### src/port_pad_pkg.sv
// Package for the port C pad control block: offsets, field layout, reset values.
// Assumes a 32-bit AHB-Lite register bus with word-aligned registers.
`default_nettype none

package port_pad_pkg;

  // ----------------------------------------------------------------
  // Geometry
  // ----------------------------------------------------------------
  localparam int PORT_PINS = 8;
  localparam int INPUT_ONLY_IDX = 7;
  localparam int OUTPUT_ONLY_IDX = 6;

  // ----------------------------------------------------------------
  // Register byte offsets
  // ----------------------------------------------------------------
  localparam logic [7:0] OFS_PIN_DATA_LATCH = 8'h00;
  localparam logic [7:0] OFS_PIN_DIRECTION = 8'h04;
  localparam logic [7:0] OFS_PULL_RESISTOR_ENABLE = 8'h08;
  localparam logic [7:0] OFS_SLEW_LIMIT_ENABLE = 8'h0C;
  localparam logic [7:0] OFS_DRIVE_STRENGTH_SELECT = 8'h10;
  localparam logic [7:0] OFS_PAD_OUTPUT_ENABLE_STATUS = 8'h14;
  localparam logic [7:0] OFS_PAD_PULLUP_STATUS = 8'h18;
  localparam logic [7:0] OFS_PAD_PULLDOWN_STATUS = 8'h1C;

  // ----------------------------------------------------------------
  // Reset values
  // ----------------------------------------------------------------
  localparam logic [7:0] RST_PIN_DATA_LATCH = 8'h00;
  localparam logic [7:0] RST_PIN_DIRECTION = 8'h00;
  localparam logic [7:0] RST_PULL_RESISTOR_ENABLE = 8'h00;
  localparam logic [7:0] RST_SLEW_LIMIT_ENABLE = 8'h00;
  localparam logic [7:0] RST_DRIVE_STRENGTH_SELECT = 8'h00;

  // ----------------------------------------------------------------
  // Per-pin capability masks
  // ----------------------------------------------------------------
  localparam logic [7:0] PULL_CAPABLE_MASK = 8'h3F;
  localparam logic [7:0] KBI_PULLDOWN_MASK = 8'hB0;

  // ----------------------------------------------------------------
  // Bus encodings
  // ----------------------------------------------------------------
  localparam logic [1:0] HTRANS_IDLE = 2'h0;
  localparam logic [1:0] HTRANS_NONSEQ = 2'h2;
  localparam logic [2:0] HSIZE_WORD = 3'h2;

  typedef enum logic [0:0] {BUS_IDLE, BUS_WAIT} bus_state_t;

endpackage

`default_nettype wire

### src/port_pad_ctrl.sv
// Port C pad control: AHB-Lite register slave plus eight pad cells.
// Assumes synchronous pad inputs and a single-slave AHB-Lite bus on SYS_CLK.
//
// Operation
// - Pull-enable bit pulls only input pins
// - Driven pins never get a pull
// - Analog-owned pins never get a pull
// - Rising keyboard pins 4,5 pull down instead
// - Slew limit acts on outputs only
// - Drive bit: 0 low, 1 high, outputs only
// - Data bit 7 reads input-only pin level
// - Data bit 6 reads the stored latch
// - Direction bits 6,7 ignored by fixed pins
// - Pull bits 6 and 7 do nothing
// - Slew and drive bit 7 do nothing
// - Control writes leave data and direction alone
// - Direction 0 input, 1 driven latch readback
// - Reset clears latch, pins other than 6 float, no pull
`default_nettype none

module port_pad_ctrl
  import port_pad_pkg::*;
#(
  parameter int PORT_WIDTH = PORT_PINS
) (
  input wire logic SYS_CLK,
  input wire logic RST_N,
  input wire logic HSEL,
  input wire logic [31:0] HADDR,
  input wire logic [1:0] HTRANS,
  input wire logic HWRITE,
  input wire logic [2:0] HSIZE,
  input wire logic [31:0] HWDATA,
  input wire logic HREADY,
  output logic [31:0] HRDATA,
  output logic HREADYOUT,
  output logic HRESP,
  input wire logic [PORT_WIDTH-1:0] PAD_IN,
  output logic [PORT_WIDTH-1:0] PAD_OUT,
  output logic [PORT_WIDTH-1:0] PAD_OE,
  output logic [PORT_WIDTH-1:0] PAD_PULLUP,
  output logic [PORT_WIDTH-1:0] PAD_PULLDOWN,
  output logic [PORT_WIDTH-1:0] PAD_SLEW,
  output logic [PORT_WIDTH-1:0] PAD_DRIVE_HI,
  input wire logic [PORT_WIDTH-1:0] PERIPH_OE,
  input wire logic [PORT_WIDTH-1:0] PERIPH_OUT,
  input wire logic [PORT_WIDTH-1:0] ANALOG_OWN,
  input wire logic [PORT_WIDTH-1:0] KBI_PIN_EN,
  input wire logic [PORT_WIDTH-1:0] KBI_RISING
);

  // ----------------------------------------------------------------
  // Elaboration check
  // ----------------------------------------------------------------
  // Fixed-direction pin positions assume an eight-pin port
  if (PORT_WIDTH != PORT_PINS) begin : g_bad_width
    $error("port_pad_ctrl: PORT_WIDTH must be 8");
  end

  // Fixed pins must sit inside the port
  if (INPUT_ONLY_IDX >= PORT_WIDTH || OUTPUT_ONLY_IDX >= PORT_WIDTH) begin : g_bad_pins
    $error("port_pad_ctrl: fixed pin index outside the port");
  end

  // ----------------------------------------------------------------
  // Functions
  // ----------------------------------------------------------------
  function automatic logic [31:0] widen(input logic [PORT_WIDTH-1:0] v);
    widen = {{(32 - PORT_WIDTH){1'b0}}, v};
  endfunction

  function automatic logic addr_is(input logic [7:0] a, input logic [7:0] ofs);
    addr_is = (a == ofs);
  endfunction

  // ----------------------------------------------------------------
  // Registers
  // ----------------------------------------------------------------
  logic [PORT_WIDTH-1:0] pin_data_latch_r;
  logic [PORT_WIDTH-1:0] pin_direction_r;
  logic [PORT_WIDTH-1:0] pull_resistor_enable_r;
  logic [PORT_WIDTH-1:0] slew_limit_enable_r;
  logic [PORT_WIDTH-1:0] drive_strength_select_r;

  // Bus state
  bus_state_t bus_state_r;
  logic [7:0] addr_r;
  logic write_r;
  logic in_range_r;
  logic [31:0] hrdata_r;
  logic hreadyout_r;
  logic hresp_r;

  // Pad outputs
  logic [PORT_WIDTH-1:0] pad_out_r;
  logic [PORT_WIDTH-1:0] pad_oe_r;
  logic [PORT_WIDTH-1:0] pad_pullup_r;
  logic [PORT_WIDTH-1:0] pad_pulldown_r;
  logic [PORT_WIDTH-1:0] pad_slew_r;
  logic [PORT_WIDTH-1:0] pad_drive_r;

  // Cell outputs
  logic [PORT_WIDTH-1:0] oe_nxt;
  logic [PORT_WIDTH-1:0] out_nxt;
  logic [PORT_WIDTH-1:0] pullup_nxt;
  logic [PORT_WIDTH-1:0] pulldown_nxt;
  logic [PORT_WIDTH-1:0] slew_nxt;
  logic [PORT_WIDTH-1:0] drive_nxt;
  logic [PORT_WIDTH-1:0] data_rd;

  // Decode
  logic addr_take;
  logic do_access;
  logic do_write;
  logic [31:0] hrdata_nxt;
  logic [PORT_WIDTH-1:0] wr_byte;
  logic wr_latch;
  logic wr_dir;
  logic wr_pull;
  logic wr_slew;
  logic wr_drive;

  // ----------------------------------------------------------------
  // Bus address phase
  // ----------------------------------------------------------------
  // Every NONSEQ transfer gets one wait state so read data can come from a flop
  assign addr_take = HSEL & HREADY & (HTRANS == HTRANS_NONSEQ);
  assign do_access = (bus_state_r == BUS_WAIT);
  assign do_write = do_access & write_r & in_range_r;
  assign wr_byte = HWDATA[PORT_WIDTH-1:0];

  always_ff @(posedge SYS_CLK) begin
    if (!RST_N) begin
      bus_state_r <= BUS_IDLE;
      addr_r <= 8'h00;
      write_r <= 1'b0;
      in_range_r <= 1'b0;
    end else begin
      case (bus_state_r)
        BUS_IDLE: begin
          if (addr_take) begin
            bus_state_r <= BUS_WAIT;
            addr_r <= HADDR[7:0];
            write_r <= HWRITE;
            // Only aligned word accesses in the first 256 bytes hit a register
            in_range_r <= (HADDR[31:8] == 24'h000000) & (HADDR[1:0] == 2'h0)
              & (HSIZE == HSIZE_WORD);
          end
        end
        BUS_WAIT: begin
          bus_state_r <= BUS_IDLE;
        end
        default: begin
          bus_state_r <= BUS_IDLE;
        end
      endcase
    end
  end

  always_ff @(posedge SYS_CLK) begin
    if (!RST_N) begin
      hreadyout_r <= 1'b1;
      hresp_r <= 1'b0;
    end else begin
      hreadyout_r <= ~((bus_state_r == BUS_IDLE) & addr_take);
      hresp_r <= 1'b0;
    end
  end

  // ----------------------------------------------------------------
  // Write strobes
  // ----------------------------------------------------------------
  // One strobe per register, so a control write never reaches data or direction
  assign wr_latch = do_write & addr_is(addr_r, OFS_PIN_DATA_LATCH);
  assign wr_dir = do_write & addr_is(addr_r, OFS_PIN_DIRECTION);
  assign wr_pull = do_write & addr_is(addr_r, OFS_PULL_RESISTOR_ENABLE);
  assign wr_slew = do_write & addr_is(addr_r, OFS_SLEW_LIMIT_ENABLE);
  assign wr_drive = do_write & addr_is(addr_r, OFS_DRIVE_STRENGTH_SELECT);

  // ----------------------------------------------------------------
  // Data and direction registers
  // ----------------------------------------------------------------
  // Written only at their own offsets, never by control writes
  always_ff @(posedge SYS_CLK) begin
    if (!RST_N) begin
      pin_data_latch_r <= RST_PIN_DATA_LATCH;
    end else if (wr_latch) begin
      pin_data_latch_r <= wr_byte;
    end
  end

  always_ff @(posedge SYS_CLK) begin
    if (!RST_N) begin
      pin_direction_r <= RST_PIN_DIRECTION;
    end else if (wr_dir) begin
      pin_direction_r <= wr_byte;
    end
  end

  // ----------------------------------------------------------------
  // Pad control registers
  // ----------------------------------------------------------------
  always_ff @(posedge SYS_CLK) begin
    if (!RST_N) begin
      pull_resistor_enable_r <= RST_PULL_RESISTOR_ENABLE;
    end else if (wr_pull) begin
      pull_resistor_enable_r <= wr_byte;
    end
  end

  always_ff @(posedge SYS_CLK) begin
    if (!RST_N) begin
      slew_limit_enable_r <= RST_SLEW_LIMIT_ENABLE;
    end else if (wr_slew) begin
      slew_limit_enable_r <= wr_byte;
    end
  end

  always_ff @(posedge SYS_CLK) begin
    if (!RST_N) begin
      drive_strength_select_r <= RST_DRIVE_STRENGTH_SELECT;
    end else if (wr_drive) begin
      drive_strength_select_r <= wr_byte;
    end
  end

  // ----------------------------------------------------------------
  // Read mux
  // ----------------------------------------------------------------
  // Unmapped or misaligned reads return zero with an OKAY answer
  // Status words are read-only; writes to them have no strobe
  always_comb begin
    hrdata_nxt = 32'h00000000;
    if (!in_range_r) begin
      hrdata_nxt = 32'h00000000;
    end else if (addr_is(addr_r, OFS_PIN_DATA_LATCH)) begin
      hrdata_nxt = widen(data_rd);
    end else if (addr_is(addr_r, OFS_PIN_DIRECTION)) begin
      hrdata_nxt = widen(pin_direction_r);
    end else if (addr_is(addr_r, OFS_PULL_RESISTOR_ENABLE)) begin
      hrdata_nxt = widen(pull_resistor_enable_r);
    end else if (addr_is(addr_r, OFS_SLEW_LIMIT_ENABLE)) begin
      hrdata_nxt = widen(slew_limit_enable_r);
    end else if (addr_is(addr_r, OFS_DRIVE_STRENGTH_SELECT)) begin
      hrdata_nxt = widen(drive_strength_select_r);
    end else if (addr_is(addr_r, OFS_PAD_OUTPUT_ENABLE_STATUS)) begin
      hrdata_nxt = widen(pad_oe_r);
    end else if (addr_is(addr_r, OFS_PAD_PULLUP_STATUS)) begin
      hrdata_nxt = widen(pad_pullup_r);
    end else if (addr_is(addr_r, OFS_PAD_PULLDOWN_STATUS)) begin
      hrdata_nxt = widen(pad_pulldown_r);
    end
  end

  always_ff @(posedge SYS_CLK) begin
    if (!RST_N) begin
      hrdata_r <= 32'h00000000;
    end else if (do_access & ~write_r) begin
      hrdata_r <= hrdata_nxt;
    end
  end

  // ----------------------------------------------------------------
  // Pad cells
  // ----------------------------------------------------------------
  // Pins 6 and 7 get fixed-direction cells
  for (genvar i = 0; i < PORT_WIDTH; i++) begin : g_pad
    port_pad_cell #(
      .INPUT_ONLY(i == INPUT_ONLY_IDX),
      .OUTPUT_ONLY(i == OUTPUT_ONLY_IDX),
      .PULL_CAPABLE(PULL_CAPABLE_MASK[i]),
      .KBI_PULLDOWN(KBI_PULLDOWN_MASK[i])
    ) u_cell (
      .dir(pin_direction_r[i]),
      .latch(pin_data_latch_r[i]),
      .periph_oe(PERIPH_OE[i]),
      .periph_out(PERIPH_OUT[i]),
      .analog_own(ANALOG_OWN[i]),
      .kbi_en(KBI_PIN_EN[i]),
      .kbi_rise(KBI_RISING[i]),
      .pull_en(pull_resistor_enable_r[i]),
      .slew_en(slew_limit_enable_r[i]),
      .drive_hi(drive_strength_select_r[i]),
      .pad_in(PAD_IN[i]),
      .oe(oe_nxt[i]),
      .out(out_nxt[i]),
      .pull_up_en(pullup_nxt[i]),
      .pull_down_en(pulldown_nxt[i]),
      .slew(slew_nxt[i]),
      .drive(drive_nxt[i]),
      .rd_bit(data_rd[i])
    );
  end

  // ----------------------------------------------------------------
  // Pad output registers
  // ----------------------------------------------------------------
  // One cycle of lag to the pads, traded for glitch-free pad controls
  always_ff @(posedge SYS_CLK) begin
    if (!RST_N) begin
      pad_oe_r <= '0;
      pad_out_r <= '0;
    end else begin
      pad_oe_r <= oe_nxt;
      pad_out_r <= out_nxt;
    end
  end

  always_ff @(posedge SYS_CLK) begin
    if (!RST_N) begin
      pad_pullup_r <= '0;
      pad_pulldown_r <= '0;
    end else begin
      pad_pullup_r <= pullup_nxt;
      pad_pulldown_r <= pulldown_nxt;
    end
  end

  always_ff @(posedge SYS_CLK) begin
    if (!RST_N) begin
      pad_slew_r <= '0;
      pad_drive_r <= '0;
    end else begin
      pad_slew_r <= slew_nxt;
      pad_drive_r <= drive_nxt;
    end
  end

  // ----------------------------------------------------------------
  // Outputs
  // ----------------------------------------------------------------
  assign HRDATA = hrdata_r;
  assign HREADYOUT = hreadyout_r;
  assign HRESP = hresp_r;
  assign PAD_OUT = pad_out_r;
  assign PAD_OE = pad_oe_r;
  assign PAD_PULLUP = pad_pullup_r;
  assign PAD_PULLDOWN = pad_pulldown_r;
  assign PAD_SLEW = pad_slew_r;
  assign PAD_DRIVE_HI = pad_drive_r;

endmodule

`default_nettype wire

### src/port_pad_cell.sv
// One pad's control logic: direction, pull, slew and drive gating.
// Assumes the owning port registers its outputs; this cell is pure logic.
`default_nettype none

module port_pad_cell #(
  parameter bit INPUT_ONLY = 1'b0,
  parameter bit OUTPUT_ONLY = 1'b0,
  parameter bit PULL_CAPABLE = 1'b1,
  parameter bit KBI_PULLDOWN = 1'b0
) (
  input wire logic dir,
  input wire logic latch,
  input wire logic periph_oe,
  input wire logic periph_out,
  input wire logic analog_own,
  input wire logic kbi_en,
  input wire logic kbi_rise,
  input wire logic pull_en,
  input wire logic slew_en,
  input wire logic drive_hi,
  input wire logic pad_in,
  output logic oe,
  output logic out,
  output logic pull_up_en,
  output logic pull_down_en,
  output logic slew,
  output logic drive,
  output logic rd_bit
);

  logic port_drives;
  logic any_drive;
  logic pull_on;
  logic down_sel;

  // ----------------------------------------------------------------
  // Direction
  // ----------------------------------------------------------------
  // Fixed-direction pins ignore the stored direction bit
  always_comb begin
    if (INPUT_ONLY) begin
      port_drives = 1'b0;
    end else if (OUTPUT_ONLY) begin
      port_drives = 1'b1;
    end else begin
      port_drives = dir;
    end
  end

  assign any_drive = (port_drives | periph_oe) & ~INPUT_ONLY & ~analog_own;
  assign oe = any_drive;
  assign out = periph_oe ? periph_out : latch;

  // ----------------------------------------------------------------
  // Pull resistor
  // ----------------------------------------------------------------
  // Pull only on an undriven, digital input
  assign pull_on = PULL_CAPABLE & pull_en & ~port_drives
    & ~periph_oe & ~analog_own;
  assign down_sel = KBI_PULLDOWN & kbi_en & kbi_rise;
  assign pull_up_en = pull_on & ~down_sel;
  assign pull_down_en = pull_on & down_sel;

  // ----------------------------------------------------------------
  // Output shaping
  // ----------------------------------------------------------------
  assign slew = slew_en & any_drive;
  assign drive = drive_hi & any_drive;

  // ----------------------------------------------------------------
  // Data read
  // ----------------------------------------------------------------
  always_comb begin
    if (INPUT_ONLY) begin
      rd_bit = pad_in;
    end else if (OUTPUT_ONLY) begin
      rd_bit = latch;
    end else begin
      rd_bit = dir ? latch : pad_in;
    end
  end

endmodule

`default_nettype wire

### config.mk
export PLATFORM = sky130hd
export DESIGN_NAME = port_pad_ctrl
export DESIGN_NICKNAME = d
export VERILOG_FILES = /design/src/port_pad_pkg.sv /design/src/port_pad_ctrl.sv /design/src/port_pad_cell.sv
export SDC_FILE = /design/constraint.sdc
export NUM_CORES = 1
export LEC_CHECK = 0
export BUFFER_PORTS_ARGS = -buffer_cell sky130_fd_sc_hd__buf_2
export CAP_MARGIN = 5
export CELL_PAD_IN_SITES_DETAIL_PLACEMENT = 0
export CELL_PAD_IN_SITES_GLOBAL_PLACEMENT = 1
export CORE_ASPECT_RATIO = 1.75
export CORE_MARGIN = 2
export CORE_UTILIZATION = 36
export DETAILED_ROUTE_END_ITERATION = 8
export PLACE_DENSITY = 0.92
export SYNTH_ARGS = -nofsm -noshare
export SYNTH_HDL_FRONTEND = slang
export SYNTH_SLANG_ARGS = --single-unit
### constraint.sdc
create_clock -name SYS_CLK -period 5.3 [get_ports SYS_CLK]
set_clock_uncertainty 0.2 [all_clocks]
set_input_delay 0.53 -clock SYS_CLK [delete_from_list [all_inputs] [get_ports SYS_CLK]]
set_output_delay 0.53 -clock SYS_CLK [all_outputs]
set_load 0.02 [all_outputs]
==> impl_metrics.tcl, run 1 <==
set metrics [dict create \
    status "complete, but fails checks" \
    violations "DRC" \
    synth_cells 435 \
    die_w_um 85.79 \
    slew_viol_final 0 \
    row_count 52 \
    topRoutingLayerUsed "met4" \
    fin_cells 697 \
    wl_per_cell_um 15.71 \
    async_reset_ff_share_pct 0 \
    hpwlAfterDp_um 8127 \
    drt-total-wl_um 10950 \
    worstPathRequired_ns 5.29 \
    ant_nets 0 \
    avgSynthCellArea_um2 9.687 \
    rsz0062_at_grt "false" \
    cts_buffers 9 \
    grt_pass1_wl_um 16700 \
    drc 7 \
    clkTransAtPathRegs_ns 0.06 \
    final_common_cell "buf_2" \
    netlist-cell-type-count 42 \
    ioPinCount 204 \
    met3_length_um 729 \
    initial_core_util_pct 36.59 \
    max_freq_mhz 356.2 \
    syn_area_um2 4214 \
    htree_levels 3 \
    r2r_start "addr_r[3]$_SDFFE_PN0P_" \
    met1_length_um 4164 \
    worstMarginPinSlew_ns 1.053 \
    post_cts_resized 0 \
    layout_common_cells "129 x buf_2, 97 x dfxtp_1, 70 x nor2_1" \
    place_worst_setup_slack_ns 2.489 \
    place_inst 682 \
    fin_ws_ns 2.493 \
    power_mw 1.455 \
    min_period_ns 2.807 \
    n_antenna_cell 0 \
    post_cts.repair.setup_buffers 0 \
    area_delta_synth_final_pct 20.67 \
    dieArea_um2 12620 \
    setup_viol 0 \
    yosysWarnings 0 \
    clkLatencyLatePin_ns 0.34 \
    yosysSeqAreaShare_pct 46.08 \
    crit_start "addr_r[3]$_SDFFE_PN0P_" \
    postLayoutCoreUtil_pct 44.15 \
    via_count 3412 \
    hold_viol_final 0 \
    cts.sinks 97 \
    grt_util_all_layers_pct 17.44 \
    gp_congestion 0.8085 \
    drt_pass1_iterations 6 \
    p_per_area_nw_per_um2 286.2 \
    p_leak_nw 2.521 \
    max_slew_margin_pct 29.57 \
    final.setup.tns_ns 0 \
    placed_area_um2 4821 \
    met2_length_um 5731 \
    cts_tree "built" \
    design_area_um2 5085 \
    min_period_over_period_pct 52.97 \
    drive_gt1_share_pct 28.65 \
    grt_max_degree 70 \
    root_buffer "clkbuf_16" \
    hold_path_class "in -> reg" \
    arrival_ns 2.80 \
    die_h_um 147.1 \
    grt_pass1_vias 3332 \
    via_per_inst 4.895 \
    drtIter0Drc 195 \
    clockBufferDepth 2 \
    path_class "reg -> reg" \
    synth-main-ff-cell "dfxtp_1" \
    synth_seq_cells 97 \
    hp-start "ANALOG_OWN[1]" \
    endpoint_kind "register" \
    peakVddDrop_mv 0.1511 \
    final_nets 680 \
    gr-total-overflow 0 \
    cp_max_fo 14 \
    port_buffers 129 \
    coreArea_um2 11520 \
    antenna_found_initial 0 \
    postCtsHoldBufs 0 \
    maxCapViolCount 0 \
    crit_path_start_kind "register" \
    hold_ws_ns 0.1579 \
    synth_edf_count 0 \
]
[layer usage]
metal / vias to the layer above / GRT usage (%)
li1: 1682 / -
met1: 1545 / 18.83
met2: 169 / 31.37
met3: 16 / 3.764
met4: 0 / 8.651
met5: - / 0
[critical path, stage by stage (launching register included)]
cell	delay, ns
dfxtp_1	0.57
buf_4	0.33
nor2b_1	0.66
nand4_2	0.53
mux2i_1	0.30
nor2_1	0.07
[sequential cells by signal (all words and copies together) (netlist names)]
register                 count
addr_r                       8
bus_state_r                  1
PAD_PULLUP                   6
PAD_PULLDOWN                 2
slew_limit_enable_r          8
pull_resistor_enable_r       8
PAD_DRIVE_HI                 7
pin_direction_r              8
HREADYOUT                    1
HRDATA                       8
PAD_OUT                      8
in_range_r                   1
PAD_SLEW                     7
drive_strength_select_r      8
PAD_OE                       7
pin_data_latch_r             8
write_r                      1
[final timing paths]
| check | depth (start not counted) | slack, ns | end |
|---|---|---|---|
| worst min-delay path | 2 | 0.16 | PAD_PULLUP[1]$_SDFF_PN0_ |
| worst max register to register | 5 | 2.49 | pull_resistor_enable_r[0]$_SDFFE_PN0P_ |
| worst min register to register | 2 | 0.25 | HRDATA[1]$_SDFFE_PN0P_ |
| worst max-delay path | 5 | 2.49 | pull_resistor_enable_r[0]$_SDFFE_PN0P_ |
[cells by family after synthesis]
family,after synthesis,synth area share [%]
AO/OA/AOI/OAI,41,6.681
flip-flops,97,46.08
AND/OR/NAND/NOR,158,19.69
multiplexers,72,17.90
buffers and inverters,66,9.561
other,1,0.08899
[cell usage after synthesis, types with 6 or more instances]
cell      instances  share of area, %
nor2b_1           7               1.0
a22oi_1           8               1.4
o21ai_0          10               1.2
nand2_1          15               1.3
and2_1           18               2.7
dfxtp_1          97                46
inv_1            11              0.98
nor2_1           70               6.2
mux2_2            7               1.9
nor4_1            6              0.89
buf_4            38               6.8
nor3_1           12               1.4
mux2i_1          63                15
clkbuf_1          7              0.62
[power by group]
| group | internal (mW) | switching, mW |
|---|---|---|
| Sequential | 0.735 | 0.00531 |
| Clock | 0.327 | 0.261 |
| Combinational | 0.0461 | 0.0809 |
[final cells by class]
cell class,instances,area (um^2)
fill,1099,6431
multi-input combinational,307,2001
sequential,97,1942
timing repair buffer,132,668.1
clock buffer,12,246.5
tap,135,168.9
inverter,11,41.29
clock inverter,3,17.52
No activity file was read; power rests on OpenSTA's default activity.
==> run 2, diff against run 1 <==
- CORE_UTILIZATION: 36 -> 33
- PLACE_DENSITY: 0.92 -> 0.86
- clock period: 5.3 -> 2.7 ns (I/O delays scaled with it)
==> impl_metrics.tcl, run 2 (synthesis gave the netlist of run 1 again) <==
set metrics [dict create \
    drt_pass1_iterations 4 \
    drive_gt1_share_pct 27.91 \
    dieArea_um2 13730 \
    area_delta_synth_final_pct 32.21 \
    worstPathRequired_ns 2.72 \
    max_slew_margin_pct 62.23 \
    max_freq_mhz 440.2 \
    crit_path_start_kind "register" \
    drtIter0Drc 162 \
    fin_ws_ns 0.4283 \
    hpwlAfterDp_um 8382 \
    switchingPower_mw 0.7199 \
    layout_common_cells "129 x buf_2, 97 x dfxtp_1, 70 x nor2_1" \
    ant_nets 0 \
    ioPinCount 204 \
    endpoint "drive_strength_select_r[3]$_SDFFE_PN0P_" \
    final.setup.tns_ns 0 \
    gr-total-overflow 0 \
    p_leak_nw 2.722 \
    cts_tree "built" \
    status "complete, no violations" \
    seqCellArea_um2 1942 \
    final_nets 719 \
    gp_congestion 0.8434 \
    grt_max_degree 44 \
    fin_cells 770 \
    p_per_area_nw_per_um2 556.6 \
    initial_core_util_pct 33.71 \
    rr_worst_depth 4 \
    clkLatencyLatePin_ns 0.34 \
    pwr-share-clk_pct 43.8 \
    p_comb_share_pct 9.4 \
    drc 0 \
    grt_pass1_wl_um 17480 \
    coreArea_um2 12500 \
    clockBufferDepth 2 \
    hold_path_class "in -> reg" \
    crit_start "addr_r[2]$_SDFFE_PN0P_" \
    via_count 3579 \
    grt_util_all_layers_pct 16.68 \
    nFillCells 1218 \
    worstMarginPinSlew_ns 0.5623 \
    grt_pass1_vias 3581 \
    power_mw 3.101 \
    reg2reg_slack_ns 0.43 \
    peakVddDrop_mv 0.3529 \
    row_count 54 \
    die_h_um 153.5 \
    root_buffer "clkbuf_16" \
    slew_viol_final 0 \
    power.internal_mw 2.381 \
    endpoint_kind "register" \
    cp_max_fo 13 \
    port_buffers 129 \
    min_period_over_period_pct 84.14 \
    r2r_start "addr_r[2]$_SDFFE_PN0P_" \
    hold_viol_final 0 \
    n_antenna_cell 0 \
    arrival_ns 2.29 \
    setup_viol 0 \
    min_period_ns 2.272 \
    path_class "reg -> reg" \
    die_w_um 89.42 \
    multi_input_area_um2 2001 \
    place_inst 720 \
    place_worst_setup_slack_ns 0.4473 \
    cts.sinks 97 \
    switching_share_pct 23.21 \
    maxCapViolCount 0 \
    antenna_found_initial 0 \
    timing.rr.end "drive_strength_select_r[3]$_SDFFE_PN0P_" \
    rsz0062_at_grt "false" \
    final_common_cell "buf_2" \
    clkTransAtPathRegs_ns 0.07 \
    drt-total-wl_um 11260 \
    htree_levels 3 \
    hold_ws_ns 0.0004051 \
    seqPwrFrac_pct 46.8 \
    wl_per_cell_um 14.63 \
    cts_buffers 9 \
    via_per_inst 4.648 \
]
-- run 2: power by group through the flow --
| stage | Sequential (mW) | Combinational (mW) | Clock, mW |
|---|---|---|---|
| 2_1_floorplan | 1.49 | 0.173 | 0 |
| 3_3_place_gp | 1.48 | 0.252 | 0 |
| 5_1_grt | 1.45 | 0.316 | 1.44 |
| 4_1_cts | 1.45 | 0.292 | 1.39 |
| 3_5_place_dp | 1.48 | 0.255 | 0 |
| 6_report | 1.45 | 0.292 | 1.36 |
-- run 2: per-stage QoR --
| stage | cell area (um^2) | utilization, % |
|---|---|---|
| final | 5572 | 44.57 |
| after detailed placement | 4912 | 39.30 |
| after floorplan | 4345 | - |
| after CTS | 5572 | 44.57 |
| after global routing | 5572 | 44.57 |
| after global placement | 4912 | 39.30 |
-- run 2: worst min path at each step --
stage                                    end  cells past startpoint                              startpoint
detailed placement  PAD_PULLUP[1]$_SDFF_PN0_                      2  pull_resistor_enable_r[1]$_SDFFE_PN0P_
global placement      HRDATA[0]$_SDFFE_PN0P_                      2                  HRDATA[0]$_SDFFE_PN0P_
floorplan           PAD_PULLUP[0]$_SDFF_PN0_                      1                           ANALOG_OWN[0]
CTS                    PAD_OUT[3]$_SDFF_PN0_                      3                            PERIPH_OE[3]
finish                 PAD_OUT[3]$_SDFF_PN0_                      3                            PERIPH_OE[3]
global route           PAD_OUT[3]$_SDFF_PN0_                      3                            PERIPH_OE[3]
-- run 2: layout make-up --
type / count / share of cell area [%]
Multi-Input combinational cell: 307 / 35.91
Sequential cell: 97 / 34.85
Timing Repair Buffer: 171 / 19.00
Clock buffer: 10 / 4.110
Tap cell: 168 / 3.773
Clock inverter: 6 / 1.617
Inverter: 11 / 0.7411
-- run 2: worst max-delay path: stages, from the launching register on --
cell	delay (ns)
dfxtp_1	0.48
nor4_4	0.57
nand4_2	0.48
mux2i_1	0.35
nor2_1	0.06
-- run 2: timing repair --
item / in CTS / in global routing
hold endpoints to repair: 32 / 0
gates resized for setup: 0 / 0
setup buffers: 0 / 0
hold buffers: 34 / 0
-- run 2: routing by layer --
layer,part of all wire [%],track usage [%],up-vias
met4,1.6,6.254,0
met5,0,0,-
met3,6.3,4.026,8
met2,54,30.23,147
li1,-,-,1756
met1,38,18.05,1668
==> run 3, diff against run 2 <==
- CORE_UTILIZATION: 33 -> 30
- PLACE_DENSITY: 0.86 -> 0.83
- clock period: 2.7 -> 2 ns (I/O delays scaled with it)
==> impl_metrics.tcl, run 3 (synthesis gave the netlist of run 1 again) <==
set metrics [dict create \
    hold_path_class "in -> reg" \
    via_count 3681 \
    die_h_um 160.8 \
    cts_buffers 9 \
    htree_levels 3 \
    clkTransAtPathRegs_ns 0.06 \
    ant_nets 0 \
    cts.sinks 97 \
    coreArea_um2 13840 \
    min_period_over_period_pct 92.74 \
    layout_common_cells "129 x buf_2, 97 x dfxtp_1, 70 x nor2_1" \
    rsz0062_at_grt "false" \
    final_nets 749 \
    hold_viol_final 0 \
    die_w_um 93.59 \
    fin_cells 809 \
    grt_pass1_wl_um 18300 \
    ioPinCount 204 \
    cts_tree "built" \
    arrival_ns 1.89 \
    design_area_um2 5854 \
    postLayoutCoreUtil_pct 42.31 \
    hold_ws_ns 0.01092 \
    slew_viol_final 0 \
    antenna_found_initial 0 \
    p_per_area_nw_per_um2 726.4 \
    drive_gt1_share_pct 29.11 \
    grt_max_degree 23 \
    nFillCells 1410 \
    power_mw 4.252 \
    path_class "reg -> reg" \
    status "complete, no violations" \
    min_period_ns 1.855 \
    maxCapViolCount 0 \
    grt_util_all_layers_pct 15.71 \
    n_antenna_cell 0 \
    hpwlAfterDp_um 8912 \
    grt_pass1_vias 3720 \
    clkLatencyLatePin_ns 0.34 \
    dieArea_um2 15050 \
    root_buffer "clkbuf_16" \
    via_per_inst 4.550 \
    p_leak_nw 2.865 \
    place_inst 744 \
    wl_per_cell_um 14.54 \
    initial_core_util_pct 30.46 \
    endpoint_kind "register" \
    fin_ws_ns 0.1453 \
    final_common_cell "buf_2" \
    cp_max_fo 6 \
    drt-total-wl_um 11760 \
    drc 0 \
    gr-total-overflow 0 \
    row_count 57 \
    max_freq_mhz 539.2 \
    drtIter0Drc 105 \
    peakVddDrop_mv 0.3822 \
    post_cts.repair.setup_buffers 0 \
    worstPathRequired_ns 2.03 \
    place_worst_setup_slack_ns 0.1334 \
    gp_congestion 0.8928 \
    placed_area_um2 5036 \
    crit_path_start_kind "register" \
    area_delta_synth_final_pct 38.93 \
    clockBufferDepth 2 \
    postCtsHoldBufs 49 \
    post_cts_resized 0 \
    port_buffers 129 \
    drt_pass1_iterations 4 \
    final.setup.tns_ns 0 \
    setup_viol 0 \
]
## run 3: cell types whose count changed in the layout (fill, tap and decap cells not counted), sizes merged
cell / delta
clkinv: -1
dlygate4sd3: +15
clkinvlp: +1
buf: +15
## run 3: final timing paths
path	startpoint	endpoint	slack, ns	depth (start not counted)
setup / recovery	addr_r[0]$_SDFFE_PN0P_	pin_data_latch_r[5]$_SDFFE_PN0P_	0.15	5
hold / removal	RST_N	in_range_r$_SDFFE_PN0P_	0.01	2
setup reg to reg	addr_r[0]$_SDFFE_PN0P_	pin_data_latch_r[5]$_SDFFE_PN0P_	0.15	5
hold reg to reg	HRDATA[1]$_SDFFE_PN0P_	HRDATA[1]$_SDFFE_PN0P_	0.28	2
## run 3: final cells by class
class	count	area, um^2	area share [%]
clock buffers	10	239.0	4.082
well taps	177	221.5	3.783
repair buffers	201	1321	22.57
clock inverters	6	88.84	1.517
multi-input cells	307	2001	34.17
inverters	11	41.29	0.7053
flip-flops and latches	97	1942	33.17
## run 3: per-layer routing
layer	track usage [%]	wire [um]	up-vias
met5	0	0	-
met4	7.181	344	0
met3	2.205	663	20
met2	29.07	6176	152
met1	17.31	4580	1693
li1	-	-	1816
## run 3: worst max-delay path, cell delays in order (launching register included)
cell and delay, ns:
dfxtp_1 0.38, nor4_4 0.37, and4b_1 0.34, buf_4 0.21, mux2i_1 0.20, nor2_1 0.05
## run 3: power breakdown
| part | leakage (nW) | internal (mW) | switching (mW) |
|---|---|---|---|
| clock | 0.155 | 1.13 | 0.732 |
| combinational | 1.93 | 0.194 | 0.236 |
| sequential | 0.784 | 1.95 | 0.0112 |
| total | 2.87 | 3.27 | 0.979 |
